### config.mk
export PLATFORM = sky130hd
export DESIGN_NAME = jack_detect
export DESIGN_NICKNAME = d
export VERILOG_FILES = /design/src/rtl/jack_detect_pkg.sv /design/src/rtl/sense_filter_if.sv /design/src/rtl/sense_filter.sv /design/src/rtl/jack_detect.sv
export SDC_FILE = /design/constraint.sdc
export NUM_CORES = 1
export LEC_CHECK = 0
export ABC_AREA = 1
export BUFFER_PORTS_ARGS = -buffer_cell sky130_fd_sc_hd__clkbuf_2
export CORE_UTILIZATION = 45
export DETAILED_ROUTE_END_ITERATION = 10
export PLACE_DENSITY = 0.73
export SLEW_MARGIN = 20
export SYNTH_ARGS = -nofsm -noshare
export SYNTH_HDL_FRONTEND = slang
export SYNTH_HIERARCHICAL = 1
export SYNTH_SLANG_ARGS = --single-unit
### constraint.sdc
create_clock -name sys_clk -period 1.8 [get_ports sys_clk]
set_input_delay 0.45 -clock sys_clk [delete_from_list [all_inputs] [get_ports sys_clk]]
set_output_delay 0.45 -clock sys_clk [all_outputs]
set_load 0.02 [all_outputs]
### src/rtl/jack_detect_pkg.sv
// Constants and register map for the jack insertion detect block
package jack_detect_pkg;

  // ----------------------------------------------------------------
  // Register offsets
  // ----------------------------------------------------------------
  localparam logic [15:0] ADDR_ENABLE = 16'h02d3;
  localparam logic [15:0] ADDR_RAW_STATUS_A = 16'h1886;
  localparam logic [15:0] ADDR_RAW_STATUS_B = 16'h1986;
  localparam logic [15:0] ADDR_DEBOUNCE_SEL = 16'h1a06;
  localparam logic [15:0] ADDR_IRQ_STATUS = 16'h1a10;
  localparam logic [15:0] ADDR_IRQ_MASK = 16'h1a11;
  localparam logic [15:0] ADDR_SLEEP_CTRL = 16'h1a12;

  // ----------------------------------------------------------------
  // Field positions
  // ----------------------------------------------------------------
  localparam int ENA_ONE_BIT = 0;
  localparam int ENA_TWO_BIT = 1;
  localparam int STS_ONE_BIT = 0;
  localparam int STS_TWO_BIT = 2;
  localparam int DB_ONE_BIT = 0;
  localparam int DB_TWO_BIT = 2;
  // Irq status/mask: bit0 one rise, 1 one fall, 2 two rise, 3 two fall
  localparam int IRQ_WIDTH = 4;

  // ----------------------------------------------------------------
  // Reset values and timing
  // ----------------------------------------------------------------
  localparam logic [15:0] RST_ENABLE = 16'h0000;
  localparam logic [15:0] RST_DEBOUNCE_SEL = 16'h0000;
  localparam logic [3:0] RST_IRQ_MASK = 4'hf;
  localparam int SYS_CLK_HZ = 25000000;
  localparam int SLOW_CLK_HZ = 32768;
  localparam int SLOW_TICK_CYCLES = SYS_CLK_HZ / SLOW_CLK_HZ;
  localparam int DEBOUNCE_TICKS = 4;

endpackage : jack_detect_pkg

### src/rtl/sense_filter_if.sv
// Interface between the detect top and its per-input filter
`timescale 1ns/1ps
`default_nettype none
interface sense_filter_if;
  logic raw_level;
  logic enable;
  logic debounce_on;
  logic level;
  modport top (output raw_level, output enable, output debounce_on, input level);
  modport filt (input raw_level, input enable, input debounce_on, output level);
endinterface : sense_filter_if
`default_nettype wire

### src/rtl/sense_filter.sv
// Per-input debounce filter for one jack sense line
`timescale 1ns/1ps
`default_nettype none
module sense_filter #(
  parameter int TICKS = jack_detect_pkg::DEBOUNCE_TICKS
) (
  // Clock and reset
  input wire logic sys_clk,
  input wire logic rst_n,
  // Slow clock tick
  input wire logic slow_tick,
  // Connection to top
  sense_filter_if.filt sf
);

  logic [7:0] cnt_ff;
  logic level_ff;

  // ----------------------------------------------------------------
  // Filter
  // ----------------------------------------------------------------
  // Stable-count on slow ticks; bypassed when debounce is off
  always_ff @(posedge sys_clk or negedge rst_n) begin
    if (!rst_n) begin
      cnt_ff <= 8'h00;
      level_ff <= 1'b0;
    end else if (!sf.enable) begin
      cnt_ff <= 8'h00;
      level_ff <= 1'b0; // Disabled input reads not detected
    end else if (!sf.debounce_on) begin
      cnt_ff <= 8'h00;
      level_ff <= sf.raw_level;
    end else if (sf.raw_level == level_ff) begin
      cnt_ff <= 8'h00;
    end else if (slow_tick) begin
      if (cnt_ff == 8'(TICKS - 1)) begin
        cnt_ff <= 8'h00;
        level_ff <= sf.raw_level;
      end else begin
        cnt_ff <= cnt_ff + 8'h01;
      end
    end
  end

  assign sf.level = level_ff;

endmodule : sense_filter
`default_nettype wire

### src/rtl/jack_detect.sv
// Jack insertion detect top: pins, filters, registers and interrupt
//
// Implementation choice: the strobed register port.
`timescale 1ns/1ps
`default_nettype none
module jack_detect #(
  parameter int TICK_CYCLES = jack_detect_pkg::SLOW_TICK_CYCLES,
  parameter int DB_TICKS = jack_detect_pkg::DEBOUNCE_TICKS
) (
  // Clock and reset
  input wire logic sys_clk,
  input wire logic rstn,
  // Jack switch pins, low on insertion
  input wire logic jack_switch_pin_one,
  input wire logic jack_switch_pin_two,
  // Register port
  input wire logic [15:0] reg_addr,
  input wire logic [15:0] reg_wdata,
  input wire logic reg_wr,
  input wire logic reg_rd,
  output logic [15:0] reg_rdata,
  // Events and detect outputs
  output logic irq,
  output logic wake_req,
  output logic jack_sense_one,
  output logic jack_sense_two
);

  // ----------------------------------------------------------------
  // Reset release
  // ----------------------------------------------------------------
  logic [1:0] rst_sync_ff;
  logic rst_n;

  // Async assert, sync release through two stages
  always_ff @(posedge sys_clk or negedge rstn) begin
    if (!rstn) begin
      rst_sync_ff <= 2'b00;
    end else begin
      rst_sync_ff <= {rst_sync_ff[0], 1'b1};
    end
  end
  assign rst_n = rst_sync_ff[1];

  // ----------------------------------------------------------------
  // Pin synchronisers
  // ----------------------------------------------------------------
  logic [1:0] pin_meta_ff;
  logic [1:0] pin_sync_ff;

  // First stage feeds only the second stage
  always_ff @(posedge sys_clk or negedge rst_n) begin
    if (!rst_n) begin
      pin_meta_ff <= 2'b11;
      pin_sync_ff <= 2'b11;
    end else begin
      pin_meta_ff <= {jack_switch_pin_two, jack_switch_pin_one};
      pin_sync_ff <= pin_meta_ff;
    end
  end

  // ----------------------------------------------------------------
  // Slow clock tick
  // ----------------------------------------------------------------
  logic [15:0] tick_cnt_ff;
  logic slow_tick;
  logic slow_clk_ena_ff;

  // Internal 32 kHz clock made as a tick, gated by its enable bit
  always_ff @(posedge sys_clk or negedge rst_n) begin
    if (!rst_n) begin
      tick_cnt_ff <= 16'h0000;
    end else if (!slow_clk_ena_ff || tick_cnt_ff == 16'(TICK_CYCLES - 1)) begin
      tick_cnt_ff <= 16'h0000;
    end else begin
      tick_cnt_ff <= tick_cnt_ff + 16'h0001;
    end
  end
  assign slow_tick = slow_clk_ena_ff && tick_cnt_ff == 16'(TICK_CYCLES - 1);

  // ----------------------------------------------------------------
  // Control registers
  // ----------------------------------------------------------------
  logic [1:0] enable_ff;
  logic [1:0] debounce_sel_ff;
  logic sleep_ff;
  logic [3:0] irq_mask_ff;
  logic [3:0] irq_status_ff;

  // Software-written control fields
  always_ff @(posedge sys_clk or negedge rst_n) begin
    if (!rst_n) begin
      enable_ff <= 2'b00;
      debounce_sel_ff <= 2'b00;
      slow_clk_ena_ff <= 1'b1;
      irq_mask_ff <= jack_detect_pkg::RST_IRQ_MASK;
    end else if (reg_wr) begin
      case (reg_addr)
        jack_detect_pkg::ADDR_ENABLE: begin
          enable_ff <= {reg_wdata[jack_detect_pkg::ENA_TWO_BIT],
                        reg_wdata[jack_detect_pkg::ENA_ONE_BIT]};
        end
        jack_detect_pkg::ADDR_DEBOUNCE_SEL: begin
          debounce_sel_ff <= {reg_wdata[jack_detect_pkg::DB_TWO_BIT],
                              reg_wdata[jack_detect_pkg::DB_ONE_BIT]};
        end
        jack_detect_pkg::ADDR_IRQ_MASK: begin
          irq_mask_ff <= reg_wdata[3:0];
        end
        jack_detect_pkg::ADDR_SLEEP_CTRL: begin
          slow_clk_ena_ff <= reg_wdata[1];
        end
        default: begin
        end
      endcase
    end
  end

  // Sleep flag kept apart so a wake is never lost under a register write
  always_ff @(posedge sys_clk or negedge rst_n) begin
    if (!rst_n) begin
      sleep_ff <= 1'b0;
    end else if (wake_req) begin
      sleep_ff <= 1'b0;
    end else if (reg_wr && reg_addr == jack_detect_pkg::ADDR_SLEEP_CTRL) begin
      sleep_ff <= reg_wdata[0];
    end
  end

  // ----------------------------------------------------------------
  // Filters
  // ----------------------------------------------------------------
  sense_filter_if sf_one();
  sense_filter_if sf_two();

  // Low pin level means jack present
  assign sf_one.raw_level = ~pin_sync_ff[0];
  assign sf_two.raw_level = ~pin_sync_ff[1];
  assign sf_one.enable = enable_ff[0];
  assign sf_two.enable = enable_ff[1];
  // Sleep forces the bypass regardless of the select bits
  assign sf_one.debounce_on = debounce_sel_ff[0] && !sleep_ff;
  assign sf_two.debounce_on = debounce_sel_ff[1] && !sleep_ff;

  sense_filter #(.TICKS(DB_TICKS)) u_filt_one (
    .sys_clk(sys_clk),
    .rst_n(rst_n),
    .slow_tick(slow_tick),
    .sf(sf_one)
  );

  sense_filter #(.TICKS(DB_TICKS)) u_filt_two (
    .sys_clk(sys_clk),
    .rst_n(rst_n),
    .slow_tick(slow_tick),
    .sf(sf_two)
  );

  // ----------------------------------------------------------------
  // Edge events and interrupt
  // ----------------------------------------------------------------
  logic [1:0] level_d_ff;
  logic [1:0] levels;
  logic [3:0] events;
  logic clear_wr;

  assign levels = {sf_two.level, sf_one.level};

  always_ff @(posedge sys_clk or negedge rst_n) begin
    if (!rst_n) begin
      level_d_ff <= 2'b00;
    end else begin
      level_d_ff <= levels;
    end
  end

  // Rise is insertion, fall is removal, per input
  assign events = {level_d_ff[1] & ~levels[1], ~level_d_ff[1] & levels[1],
                   level_d_ff[0] & ~levels[0], ~level_d_ff[0] & levels[0]};
  assign clear_wr = reg_wr && reg_addr == jack_detect_pkg::ADDR_IRQ_STATUS;

  // Sticky bits, write one to clear; a new event beats the clear
  always_ff @(posedge sys_clk or negedge rst_n) begin
    if (!rst_n) begin
      irq_status_ff <= 4'h0;
    end else begin
      irq_status_ff <= (irq_status_ff & ~(clear_wr ? reg_wdata[3:0] : 4'h0)) | events;
    end
  end

  // Runs without the slow clock, so it works asleep
  assign irq = |(irq_status_ff & irq_mask_ff);
  // Unmasked insertion edges pull the device out of sleep
  assign wake_req = sleep_ff && |(events & irq_mask_ff & 4'h5);

  // Detect signals for the clamp logic
  assign jack_sense_one = sf_one.level;
  assign jack_sense_two = sf_two.level;

  // ----------------------------------------------------------------
  // Read port
  // ----------------------------------------------------------------
  logic [15:0] status_word;
  logic [15:0] nxt_rdata;

  always_comb begin
    status_word = 16'h0000;
    status_word[jack_detect_pkg::STS_ONE_BIT] = levels[0];
    status_word[jack_detect_pkg::STS_TWO_BIT] = levels[1];
  end

  // Unmapped addresses read zero
  always_comb begin
    nxt_rdata = 16'h0000;
    case (reg_addr)
      jack_detect_pkg::ADDR_ENABLE: begin
        nxt_rdata = {14'h0000, enable_ff};
      end
      jack_detect_pkg::ADDR_RAW_STATUS_A: begin
        nxt_rdata = status_word;
      end
      jack_detect_pkg::ADDR_RAW_STATUS_B: begin
        nxt_rdata = status_word;
      end
      jack_detect_pkg::ADDR_DEBOUNCE_SEL: begin
        nxt_rdata = {13'h0000, debounce_sel_ff[1], 1'b0, debounce_sel_ff[0]};
      end
      jack_detect_pkg::ADDR_IRQ_STATUS: begin
        nxt_rdata = {12'h000, irq_status_ff};
      end
      jack_detect_pkg::ADDR_IRQ_MASK: begin
        nxt_rdata = {12'h000, irq_mask_ff};
      end
      jack_detect_pkg::ADDR_SLEEP_CTRL: begin
        nxt_rdata = {14'h0000, slow_clk_ena_ff, sleep_ff};
      end
      default: begin
        nxt_rdata = 16'h0000;
      end
    endcase
  end

  // Data valid only in the cycle after the read strobe
  always_ff @(posedge sys_clk or negedge rst_n) begin
    if (!rst_n) begin
      reg_rdata <= 16'h0000;
    end else if (reg_rd) begin
      reg_rdata <= nxt_rdata;
    end else begin
      reg_rdata <= 16'h0000;
    end
  end

endmodule : jack_detect
`default_nettype wire

# Yosys cells after proc, flatten, opt, wreduce, memory -nomap -nowiden
# Index checks and enable logic that the tools add are counted.
# W data, S select, Z words.
# totals
output_inout_bits	20
input_bits	38
register_bits	72
wordCells	99
# op_classes
n_bitwise	15
n_eq_ne	20
mux	26
addsub	3
n_reduce_logical	19
# op_table
cell	count
$eq A16 B13 Y1 const B	6
$mux W8	10
$eq A16 B10 Y1 const B	2
$mux W16	2
$pmux W4 S6	1
$ne A3 B3 Y1 const B	6
$add A16 B1 Y16 const B	1
$add A8 B1 Y8 const B	2
$eq A8 B2 Y1 const B	2
$mux W1	12
$and A4 B4 Y4	2
$ne A4 B4 Y1 const B	2
$reduce_and A2 Y1	4
$logic_and A1 B1 Y1	6
$not A1 Y1	6
$reduce_and A3 Y1	2
$and A1 B1 Y1	4
$mux W4	1
$not A4 Y4	1
$or A4 B4 Y4	1
$reduce_or A2 Y1	2
$reduce_or A4 Y1	1
$and A3 B3 Y3	1
$eq A1 B1 Y1	2
other kinds (3)	4

# Logic depth before layout (Yosys ltp)
# Gate-level depths: netlist of run 1.
# logic_depth
depth_word	6
mapped_depth	11
mapped_depth_nobuf	11

# Hierarchy
# The synthesis of run 1 kept the hierarchy.
# by_module_without_submodules
module	instances	seq_area_each_um2	area_per_inst_um2	cells_per_inst
jack_detect	1	1062.3	2364.8	307
sense_filter	2	225.2	654.4	99

# Worst setup path before layout of run 1
# Ideal clock, no wire load.
# synth_path
path_type	register to register
from	reg tick_cnt_ff[12]
to	reg u_filt_one.cnt_ff[6]
slack_ps	112
n_path_buf	0
arrival_time_ps	1570
synth_period_minus_slack_ps	1688
required_time_ps	1682
setup_ps	118
stages_incl_launch_ff	10
cell_sequence	dfrtp_1 > or2_1 > nor3_2 > nand4_2 > nor2_1 > inv_1 > nand3_4 > nand2_1 > nor2_1 > nor2_2
# synth_between
elab_chain_cells	3
# synth_lines
element	line	rtl
start, declared	jack_detect.sv:65	logic [15:0] tick_cnt_ff;
start signal, assigned	jack_detect.sv:76	tick_cnt_ff <= tick_cnt_ff + 16'h0001;
$eq A16 B10 Y1	jack_detect.sv:79	assign slow_tick = slow_clk_ena_ff && tick_cnt_ff == 16'(TICK_CYCLES - 1);
$logic_and A1 B1 Y1	jack_detect.sv:79	
named net slow_tick	jack_detect.sv:66	logic slow_tick;
$ne A4 B4 Y1 (no line)	--	
end signal, assigned	sense_filter.sv:40	cnt_ff <= cnt_ff + 8'h01;
end, declared	sense_filter.sv:16	logic [7:0] cnt_ff;
# The timed path passes the listed nets, and every way through them passes these cells.
# A chain may end at the register's enable or synchronous reset.

# Final worst setup path of run 1
# layout_path
from	reg irq_mask_ff[2]
to	out wake_req
# layout_between
elab_chain_cells	3
# layout_lines
element	line	rtl
start, declared	jack_detect.sv:87	logic [3:0] irq_mask_ff;
start signal, assigned	jack_detect.sv:96	irq_mask_ff <= jack_detect_pkg::RST_IRQ_MASK;
start signal, assigned	jack_detect.sv:108	irq_mask_ff <= reg_wdata[3:0];
$and A3 B3 Y3	jack_detect.sv:194	assign wake_req = sleep_ff && |(events & irq_mask_ff & 4'h5);
$reduce_or A2 Y1	jack_detect.sv:194	
$logic_and A1 B1 Y1	jack_detect.sv:194	
end, declared	jack_detect.sv:24	output logic wake_req,
# No other way between the ends.

==> results of run 1 <==
-- routing by layer --
metal,global-route usage,up-vias,share of wire
li1,-,1669,-
met1,0.230,1469,0.47
met2,0.325,73,0.47
met3,0.0304,18,0.036
met4,0.0964,0,0.024
met5,0,-,0
-- worst max-delay path, stage by stage, from the launching register on --
cell and delay [ps]:
dfstp_2 550, nand3_2 80, a21oi_2 180, clkbuf_8 170
-- placed cells by master (no fill, tap or decap), drive strengths merged --
cell and n:
a21oi 3, a31oi 2, and2 1, buf 16, bufinv 2, clkbuf 44, clkinv 3, conb 13
dfrtp 51, dfstp 9, dlygate4sd3 1, ha 4, inv 75, nand2 159, nand3 49, nand3b 1
nand4 12, nor2 87, nor3 8, nor3b 2, o211ai 1, o21ai 17, o21bai 1, or2 2
or3 1, xnor2 1, xor2 6
-- power by group through the flow --
stage	clock [mW]	combinational, mW	sequential (mW)
final	1.37	0.148	1.36
after global routing	1.44	0.168	1.36
after CTS	1.38	0.149	1.36
after detailed placement	0	0.147	1.39
after global placement	0	0.144	1.39
after floorplan	0	0.0898	1.40
-- state kept, by name, indices dropped and copies added, names as in the netlist, 4 cells and up --
| signal | cells |
|---|---|
| irq_mask_ff | 4 |
| irq_status_ff | 4 |
| reg_rdata | 4 |
| tick_cnt_ff | 16 |
| u_filt_one/cnt_ff | 8 |
| u_filt_two/cnt_ff | 8 |
-- cells by family (layout without fill, tap and decap cells) --
family                     after synthesis  in the layout
and+or+nand+nor                        320            322
buffers and inverters                   88            141
DFF                                     60             60
AOI/OAI and AO/OA                       24             24
xor gates and xnor gates                 7              7
adders and majority gates                4              4
other                                    2             13
-- cell usage after synthesis, types with 2 or more instances --
cell	n	area [sq um]
nand2_1	144	541
nor2_1	67	251
inv_1	60	225
dfrtp_1	51	1280
nand3_1	44	220
inv_2	15	56.3
nor2_2	13	81.3
o21ai_0	13	65.1
buf_4	12	90.1
nand2_2	11	68.8
nand4_1	11	68.8
dfstp_2	9	236
nor2_4	7	78.8
xor2_1	6	52.6
ha_1	4	50.1
nand2_4	4	45.0
nor3_1	4	20.0
o21ai_1	4	20.0
a21oi_1	3	15.0
nor3_2	3	30.0
a31oi_1	2	12.5
conb_1	2	7.51
nand3_4	2	35.0
or2_1	2	12.5
-- worst paths after layout --
path | from | endpoint | slack, ps | depth (start not counted)
worst max-delay path | irq_mask_ff[2] | wake_req | 10 | 3
worst min-delay path | jack_switch_pin_two | pin_meta_ff[1] | 180 | 1
worst max register to register | tick_cnt_ff[12] | u_filt_one/cnt_ff[6] | 110 | 9
worst min register to register | rst_sync_ff[1] | tick_cnt_ff[13] | 260 | 1
max in group asynchronous | rst_sync_ff[1] | pin_meta_ff[0] | 1230 | 1
min in group asynchronous | rst_sync_ff[1] | tick_cnt_ff[13] | 260 | 1
-- area by class of cell --
class,count,area [sq um]
Fill cell,722,3500
Multi-Input combinational cell,370,1850
Sequential cell,60,1510
Timing Repair Buffer,50,317
Inverter,75,282
Clock buffer,11,141
Tap cell,102,128
Clock inverter,5,75.1
-- timing repair --
action,CTS,global route
endpoints found under the setup margin,1,14
cloned,0,2
hold buffers,1,0
endpoints found under the hold margin,2,0
buffers inserted,3,0
gates resized for setup,3,3
pin swaps,1,3
==> impl_metrics.ini, run 1 <==
[run_status]
status = complete, no violations

[power]
power.density_nw_per_um2 = 668
power.total_mw = 2.88
switchingPower_uw = 665
comb_power_share = 0.051
seqPwrFrac = 0.473
pwr-share-clk = 0.475
ir_drop_v = 0.000528
switching_share = 0.231
p_leak_nw = 2.12
intPower_mw = 2.21

[logic_synthesis]
yosys_most_used_dff = dfrtp_1
synth.distinct_cells = 36
synth_simple_gate_area_frac = 0.417
synth_cells = 505
synth.yosys.seq_area_share = 0.412
synth_mux_area_frac = 0
syn_avg_cell_area_sq_um = 7.27
synth_top_family_by_area = simple AND/OR/NAND/NOR gates
synth_edf_count = 0
syn_area_sq_um = 3670
synth-seq-cells = 60
synth_adder_area_share = 0.0136
postSynth.asyncResetShare = 1.00
synth_compound_area_frac = 0.0347
ys_warn_count = 6
synthXorXnorAreaFrac = 0.0167

[detailed_routing]
final_antenna_net_count = 0
wl_per_cell_microns = 11.4
drt_iter0_drc = 144
drcViolationCount = 0
dr.pass1.iters = 4
via_per_inst = 4.80
drt_wl_total_mm = 7.69
vias = 3229

[timing]
fin_crit_ps = 1790
max_freq_mhz = 560
fin_skew_ps = 13.0
tns_ps = 0
finalHoldViolCount = 0
rsz0062_at_grt = yes
setup_viol = 0
slew_viol_final = 0
worst_slack_ps = 14.8
finalCritPeriodShare = 0.992
holdWs_ps = 180

[global_routing]
grt_max_degree = 59
overflow = 0
grt_first_pass_wirelength_mm = 12.8
grt_antenna_before_repair = 0
grt_pass1_vias = 3058
grt_use_total = 0.190

[critical_path]
worstPathRequired_ps = 1350
endpoint_kind = output port
arrival_ps = 1340
path_max_fanout = 2
path_class = flop to output port
start_kind = flop

[cts]
htree_levels = 3
clock_tree.buffer_depth = 2
clock_latency_ps = 350
cts_tree = built
numCtsBuffers = 9
cts-root-buf = clkbuf_8
cts.clk_slew.worst_paths_ps = 70
cts.sinks = 60

[die]
fp.coreArea_sq_um = 7810
start_util = 0.471
die_y_microns = 92.4
io_pins = 58
fp.dieW_microns = 92.4
dieArea_sq_um = 8530
num_rows = 32

[run]
cap_violations = 0

[placed_design]
globalplace.congestion = 0.876
dp_slack_ps = 71.9
place_hpwl_mm = 5.48
io_buffers = 33
placed_cells = 651
placed_area_sq_um = 4020

[final_layout]
area_delta_synth_final_pct = 17.3
final_cell_area_sq_um = 4310
drive_gt1_frac = 0.243
instances_no_fill = 673
final_nets = 608
final_util = 0.552
insertedDiodeCount = 0

[min_path]
min_path_type = input pin to flop
Power figures use the tool's default switching activity.
==> run 2: changes to the inputs <==
--- a/config.mk
+++ b/config.mk
@@ -9,7 +9,7 @@
 export BUFFER_PORTS_ARGS = -buffer_cell sky130_fd_sc_hd__clkbuf_2
 export CORE_UTILIZATION = 45
 export DETAILED_ROUTE_END_ITERATION = 10
-export PLACE_DENSITY = 0.73
+export PLACE_DENSITY = 0.71
 export SLEW_MARGIN = 20
 export SYNTH_ARGS = -nofsm -noshare
 export SYNTH_HDL_FRONTEND = slang
==> constraint.sdc (replaced) <==
create_clock -name sys_clk -period 2.2 [get_ports sys_clk]
set_input_delay 0.22 -clock sys_clk [delete_from_list [all_inputs] [get_ports sys_clk]]
set_output_delay 0.22 -clock sys_clk [all_outputs]
set_load 0.02 [all_outputs]
==> run 2 against run 1 <==
  * Clock skew barely moved
  * Critical path depth up 6
  * Clock-buffer cell count increased by 5
  * Worst hold slack worse by 96 ps
  * Critical path type is now flop to flop
==> impl_metrics.ini, run 2 (synthesized netlist as in run 1, its figures left out) <==
[placed_design]
place_hpwl_mm = 5.47
io_buffers = 33
placed_cells = 639
globalplace.congestion = 0.870

[critical_path]
reg2reg_from = tick_cnt_ff[12]
cp-startpoint = tick_cnt_ff[12]
worstPathCellList = or2_1, nor3_2, nand4_2, nor2_1, inv_1, nand3_4, nand2_1, nor2_1, nor2_2
cpMaxStageDelayCell = dfrtp_1
max_stage_delay_ps = 420
worstPathRequired_ps = 2430
path_class = flop to flop
path_max_fanout = 10
start_kind = flop
worst-path-buf-inv = 1
endpoint_kind = flop
cpLargestDelayFamily = simple AND/OR/NAND/NOR gates
arrival_ps = 2100
crit_top_cell = nor2_1

[global_routing]
use_met3 = 0.0550
met2_usage = 0.308
overflow = 0
grt_max_degree = 35
grt_antenna_before_repair = 0
grt_pass1_vias = 2957
use_met1 = 0.232
grt_first_pass_wirelength_mm = 12.7
grt_use_total = 0.188
top_usage_layer = met2

[timing]
slew_headroom = 0.616
finalCritPeriodShare = 0.851
rsz0062_at_grt = no
max_freq_mhz = 534
fin_skew_ps = 13.0
slew_viol_final = 0
tns_ps = 0
worst_pin_slew_ps = 575
setup_viol = 0
fin_crit_ps = 1870
finalHoldViolCount = 0

[die]
die_y_microns = 92.4
fp.coreArea_sq_um = 7810
dieArea_sq_um = 8530
io_pins = 58
num_rows = 32
start_util = 0.471
fp.dieW_microns = 92.4

[run]
cap_violations = 0

[cts]
clock_tree.buffer_depth = 2
htree_levels = 3
hold_buffers = 3
cts_tree = built
cts.sinks = 60
numCtsBuffers = 9
cts_resized = 0
clock_latency_ps = 340
cts_setup_buffers = 0
cts.clk_slew.worst_paths_ps = 70
cts-root-buf = clkbuf_8

[power]
switchingPower_uw = 510
power.density_nw_per_um2 = 541
power.total_mw = 2.25
pwr-share-clk = 0.450
intPower_mw = 1.74
switching_share = 0.226
ir_drop_v = 0.000506
p_leak_nw = 2.05
seqPwrFrac = 0.498
comb_power_share = 0.051

[final_layout]
final_common_cell = nand2_1
largest_reg_flops = 16
drive_gt1_frac = 0.212
reg_top3 = tick_cnt_ff (16), u_filt_one/cnt_ff (8), u_filt_two/cnt_ff (8)
instances_no_fill = 658
final_nets = 593
regMostFlops = tick_cnt_ff
final_cell_mix = nand2_1, nor2_1, inv_1, dfrtp_1, nand3_1
insertedDiodeCount = 0
area_delta_synth_final_pct = 13.5

[detailed_routing]
dr.pass1.iters = 4
final_antenna_net_count = 0
vias = 3150
wl_per_cell_microns = 11.0
drt_iter0_drc = 175
drt_wl_total_mm = 7.24
via_per_inst = 4.79
drcViolationCount = 0

[min_path]
min_path_type = input pin to flop
worstHoldStart = reg_wdata[3]

[run_status]
status = complete, no violations
## run 2: cell types whose count changed in the layout (fill, tap and decap cells not counted), moves of 2 or more
cell           previous run  this run
buf_4                    15         0
bufinv_16                 2         0
clkbuf_8                 11        15
dlygate4sd3_1             1         3
nand3_2                   4         1
nor2_1                   65        67
nor2_2                   15        13
clkinv_2                  3         0
## run 2: per-layer routing
metal  vias to the layer above  share of wire
met1                      1442           0.47
met5                         -              0
met2                        64           0.47
met4                         0          0.016
li1                       1633              -
met3                        11          0.043
## run 2: cell type report
| type | instances | area (sq um) |
|---|---|---|
| clock buffer | 16 | 210 |
| timing repair buffer | 37 | 215 |
| tap | 102 | 128 |
| inverter | 75 | 282 |
| sequential | 60 | 1510 |
| fill | 736 | 3640 |
| multi-input combinational | 368 | 1820 |
## run 2: power by group through the flow
stage | sequential [mW] | clock [mW] | combinational [mW]
floorplan | 1.15 | 0 | 0.0735
finish | 1.12 | 1.02 | 0.116
CTS | 1.12 | 1.05 | 0.117
global placement | 1.14 | 0 | 0.109
detailed placement | 1.14 | 0 | 0.112
global route | 1.12 | 1.09 | 0.130
## run 2: worst min-delay path, delay by kind of cell
| kind | cells | cell delay, ps |
|---|---|---|
| compound gates | 1 | 70 |
| buf+inv | 2 | 140 |
## run 2: path summary, 6_finish.rpt
path | to | depth (start not counted) | slack, ps
max | u_filt_two/cnt_ff[4] | 9 | 330
min | irq_mask_ff[3] | 3 | 80
max reg2reg | u_filt_two/cnt_ff[4] | 9 | 330
min reg2reg | tick_cnt_ff[15] | 0 | 250
max in group asynchronous | pin_meta_ff[0] | 1 | 1290
min in group asynchronous | rst_sync_ff[0] | 2 | 190
## run 2: metrics by stage
stage          cell area [sq um]  hold WS (ps)  utilization  setup slack (ps)
2_1_floorplan               3710         -75.6            -               421
4_1_cts                     4170          66.8        0.534               304
3_5_place_dp                3930          12.3        0.503               326
6_report                    4170          83.3        0.534               329
5_1_grt                     4170           105        0.534               141
3_3_place_gp                3930          6.67        0.503               339
==> run 3: changes to the inputs <==
--- a/config.mk
+++ b/config.mk
@@ -7,9 +7,12 @@
 export LEC_CHECK = 0
 export ABC_AREA = 1
 export BUFFER_PORTS_ARGS = -buffer_cell sky130_fd_sc_hd__clkbuf_2
-export CORE_UTILIZATION = 45
+export CAP_MARGIN = 30
+export CELL_PAD_IN_SITES_DETAIL_PLACEMENT = 1
+export CELL_PAD_IN_SITES_GLOBAL_PLACEMENT = 1
+export CORE_UTILIZATION = 44
 export DETAILED_ROUTE_END_ITERATION = 10
-export PLACE_DENSITY = 0.71
+export PLACE_DENSITY = 0.9
 export SLEW_MARGIN = 20
 export SYNTH_ARGS = -nofsm -noshare
 export SYNTH_HDL_FRONTEND = slang
==> run 3 against run 2 <==
  * Die area rose by 2.2%
  * Wire length up 26%
  * Sequential power about the same
  * Utilization fell by 1.1 points
  * Sequential share of layout area increased by 0.36 points
  * Critical path type unchanged
  * Worst setup slack worse by 57 ps
==> impl_metrics.ini, run 3 (synthesized netlist as in run 1, its figures left out) <==
[run_status]
status = complete, no violations

[final_layout]
final_cell_area_sq_um = 4130
regMostFlops = tick_cnt_ff
final_nets = 593
final_common_cell = nand2_1
largest_reg_flops = 16
drive_gt1_frac = 0.212
fillers = 1035
area_delta_synth_final_pct = 12.3
final_cell_mix = nand2_1, nor2_1, inv_1, dfrtp_1, nand3_1
reg_top3 = tick_cnt_ff (16), u_filt_one/cnt_ff (8), u_filt_two/cnt_ff (8)
insertedDiodeCount = 0

[die]
io_pins = 58
fp.dieW_microns = 93.4
num_rows = 32
dieArea_sq_um = 8720
start_util = 0.466
die_y_microns = 93.4
fp.coreArea_sq_um = 7890

[critical_path]
start_kind = flop
worstPathRequired_ps = 2430
arrival_ps = 2160
path_class = flop to flop
endpoint_kind = flop
path_max_fanout = 10

[power]
ir_drop_v = 0.000280
power.density_nw_per_um2 = 515
p_leak_nw = 2.03
power.total_mw = 2.13

[global_routing]
grt_pass1_vias = 3568
grt_antenna_before_repair = 0
grt_first_pass_wirelength_mm = 16.0
grt_max_degree = 50
grt_use_total = 0.232
overflow = 0

[timing]
finalCritPeriodShare = 0.876
tns_ps = 0
rsz0062_at_grt = no
finalHoldViolCount = 0
setup_viol = 0
fin_crit_ps = 1930
fin_skew_ps = 10.8
worst_slack_ps = 272
slew_viol_final = 0
max_freq_mhz = 519

[detailed_routing]
via_per_inst = 5.06
wl_per_cell_microns = 13.8
vias = 3330
drt_iter0_drc = 141
drcViolationCount = 0
drt_wl_total_mm = 9.09
dr.pass1.iters = 4
final_antenna_net_count = 0

[cts]
clock_tree.buffer_depth = 2
cts_resized = 0
cts_tree = built
cts_setup_buffers = 0
cts.sinks = 60
cts-root-buf = clkbuf_8
hold_buffers = 3
clock_latency_ps = 340
numCtsBuffers = 9
htree_levels = 3
cts.clk_slew.worst_paths_ps = 80

[placed_design]
io_buffers = 33
placed_area_sq_um = 3930
dp_slack_ps = 267
place_hpwl_mm = 6.93
globalplace.congestion = 0.804

[min_path]
min_path_type = input pin to flop

[run]
cap_violations = 0
==> run 3: worst max-delay path, cell delays in order (launching register included) <==
cell and delay (ps):
dfrtp_1 410, or2_1 250, nor3_2 200, nand4_2 180, nor2_1 180, inv_1 140
nand3_4 180, nand2_1 100, nor2_1 130, nor2_2 60
==> run 3: report_power, final <==
part	switching (mW)	total (mW)	internal, mW	leakage [nW]
clock	0.453	0.885	0.432	0.0889
combinational	0.0866	0.123	0.0365	1.16
sequential	0.00541	1.12	1.11	0.775
total	0.545	2.13	1.58	2.03
==> run 3: worst paths after layout <==
kind | from | to | slack [ps] | cells after the start
min in group asynchronous | rst_sync_ff[1] | u_filt_one/cnt_ff[0] | 140 | 0
worst max-delay path | tick_cnt_ff[12] | u_filt_one/cnt_ff[4] | 270 | 9
worst min-delay path | reg_wdata[3] | irq_mask_ff[3] | 90 | 3
max in group asynchronous | rst_sync_ff[1] | pin_meta_ff[1] | 1460 | 1
worst min register to register | rst_sync_ff[1] | u_filt_one/cnt_ff[0] | 140 | 0
worst max register to register | tick_cnt_ff[12] | u_filt_one/cnt_ff[4] | 270 | 9
==> run 3: cell type report <==
class	instances	area, sq um	share of cell area
Clock buffer	11	141	0.0343
Clock inverter	5	27.5	0.00667
Inverter	75	282	0.0682
Multi-Input combinational cell	368	1820	0.441
Sequential cell	60	1510	0.367
Tap cell	102	128	0.0309
Timing Repair Buffer	37	215	0.0522
==> run 3: stage by stage <==
step | std cells | hold slack [ps] | utilization
3_3_place_gp | 639 | 6.14 | 0.498
2_1_floorplan | 516 | -75.6 | -
4_1_cts | 658 | 77.9 | 0.523
6_report | 658 | 89.1 | 0.523
5_1_grt | 658 | 120 | 0.523
3_5_place_dp | 639 | 9.76 | 0.498
==> run 3: layer usage <==
| layer | part of all wire | up-vias | GRT usage |
|---|---|---|---|
| met3 | 0.026 | 12 | 0.0325 |
| met2 | 0.51 | 54 | 0.415 |
| met1 | 0.45 | 1631 | 0.283 |
| met4 | 0.013 | 0 | 0.0859 |
| li1 | - | 1633 | - |
| met5 | 0 | - | 0 |
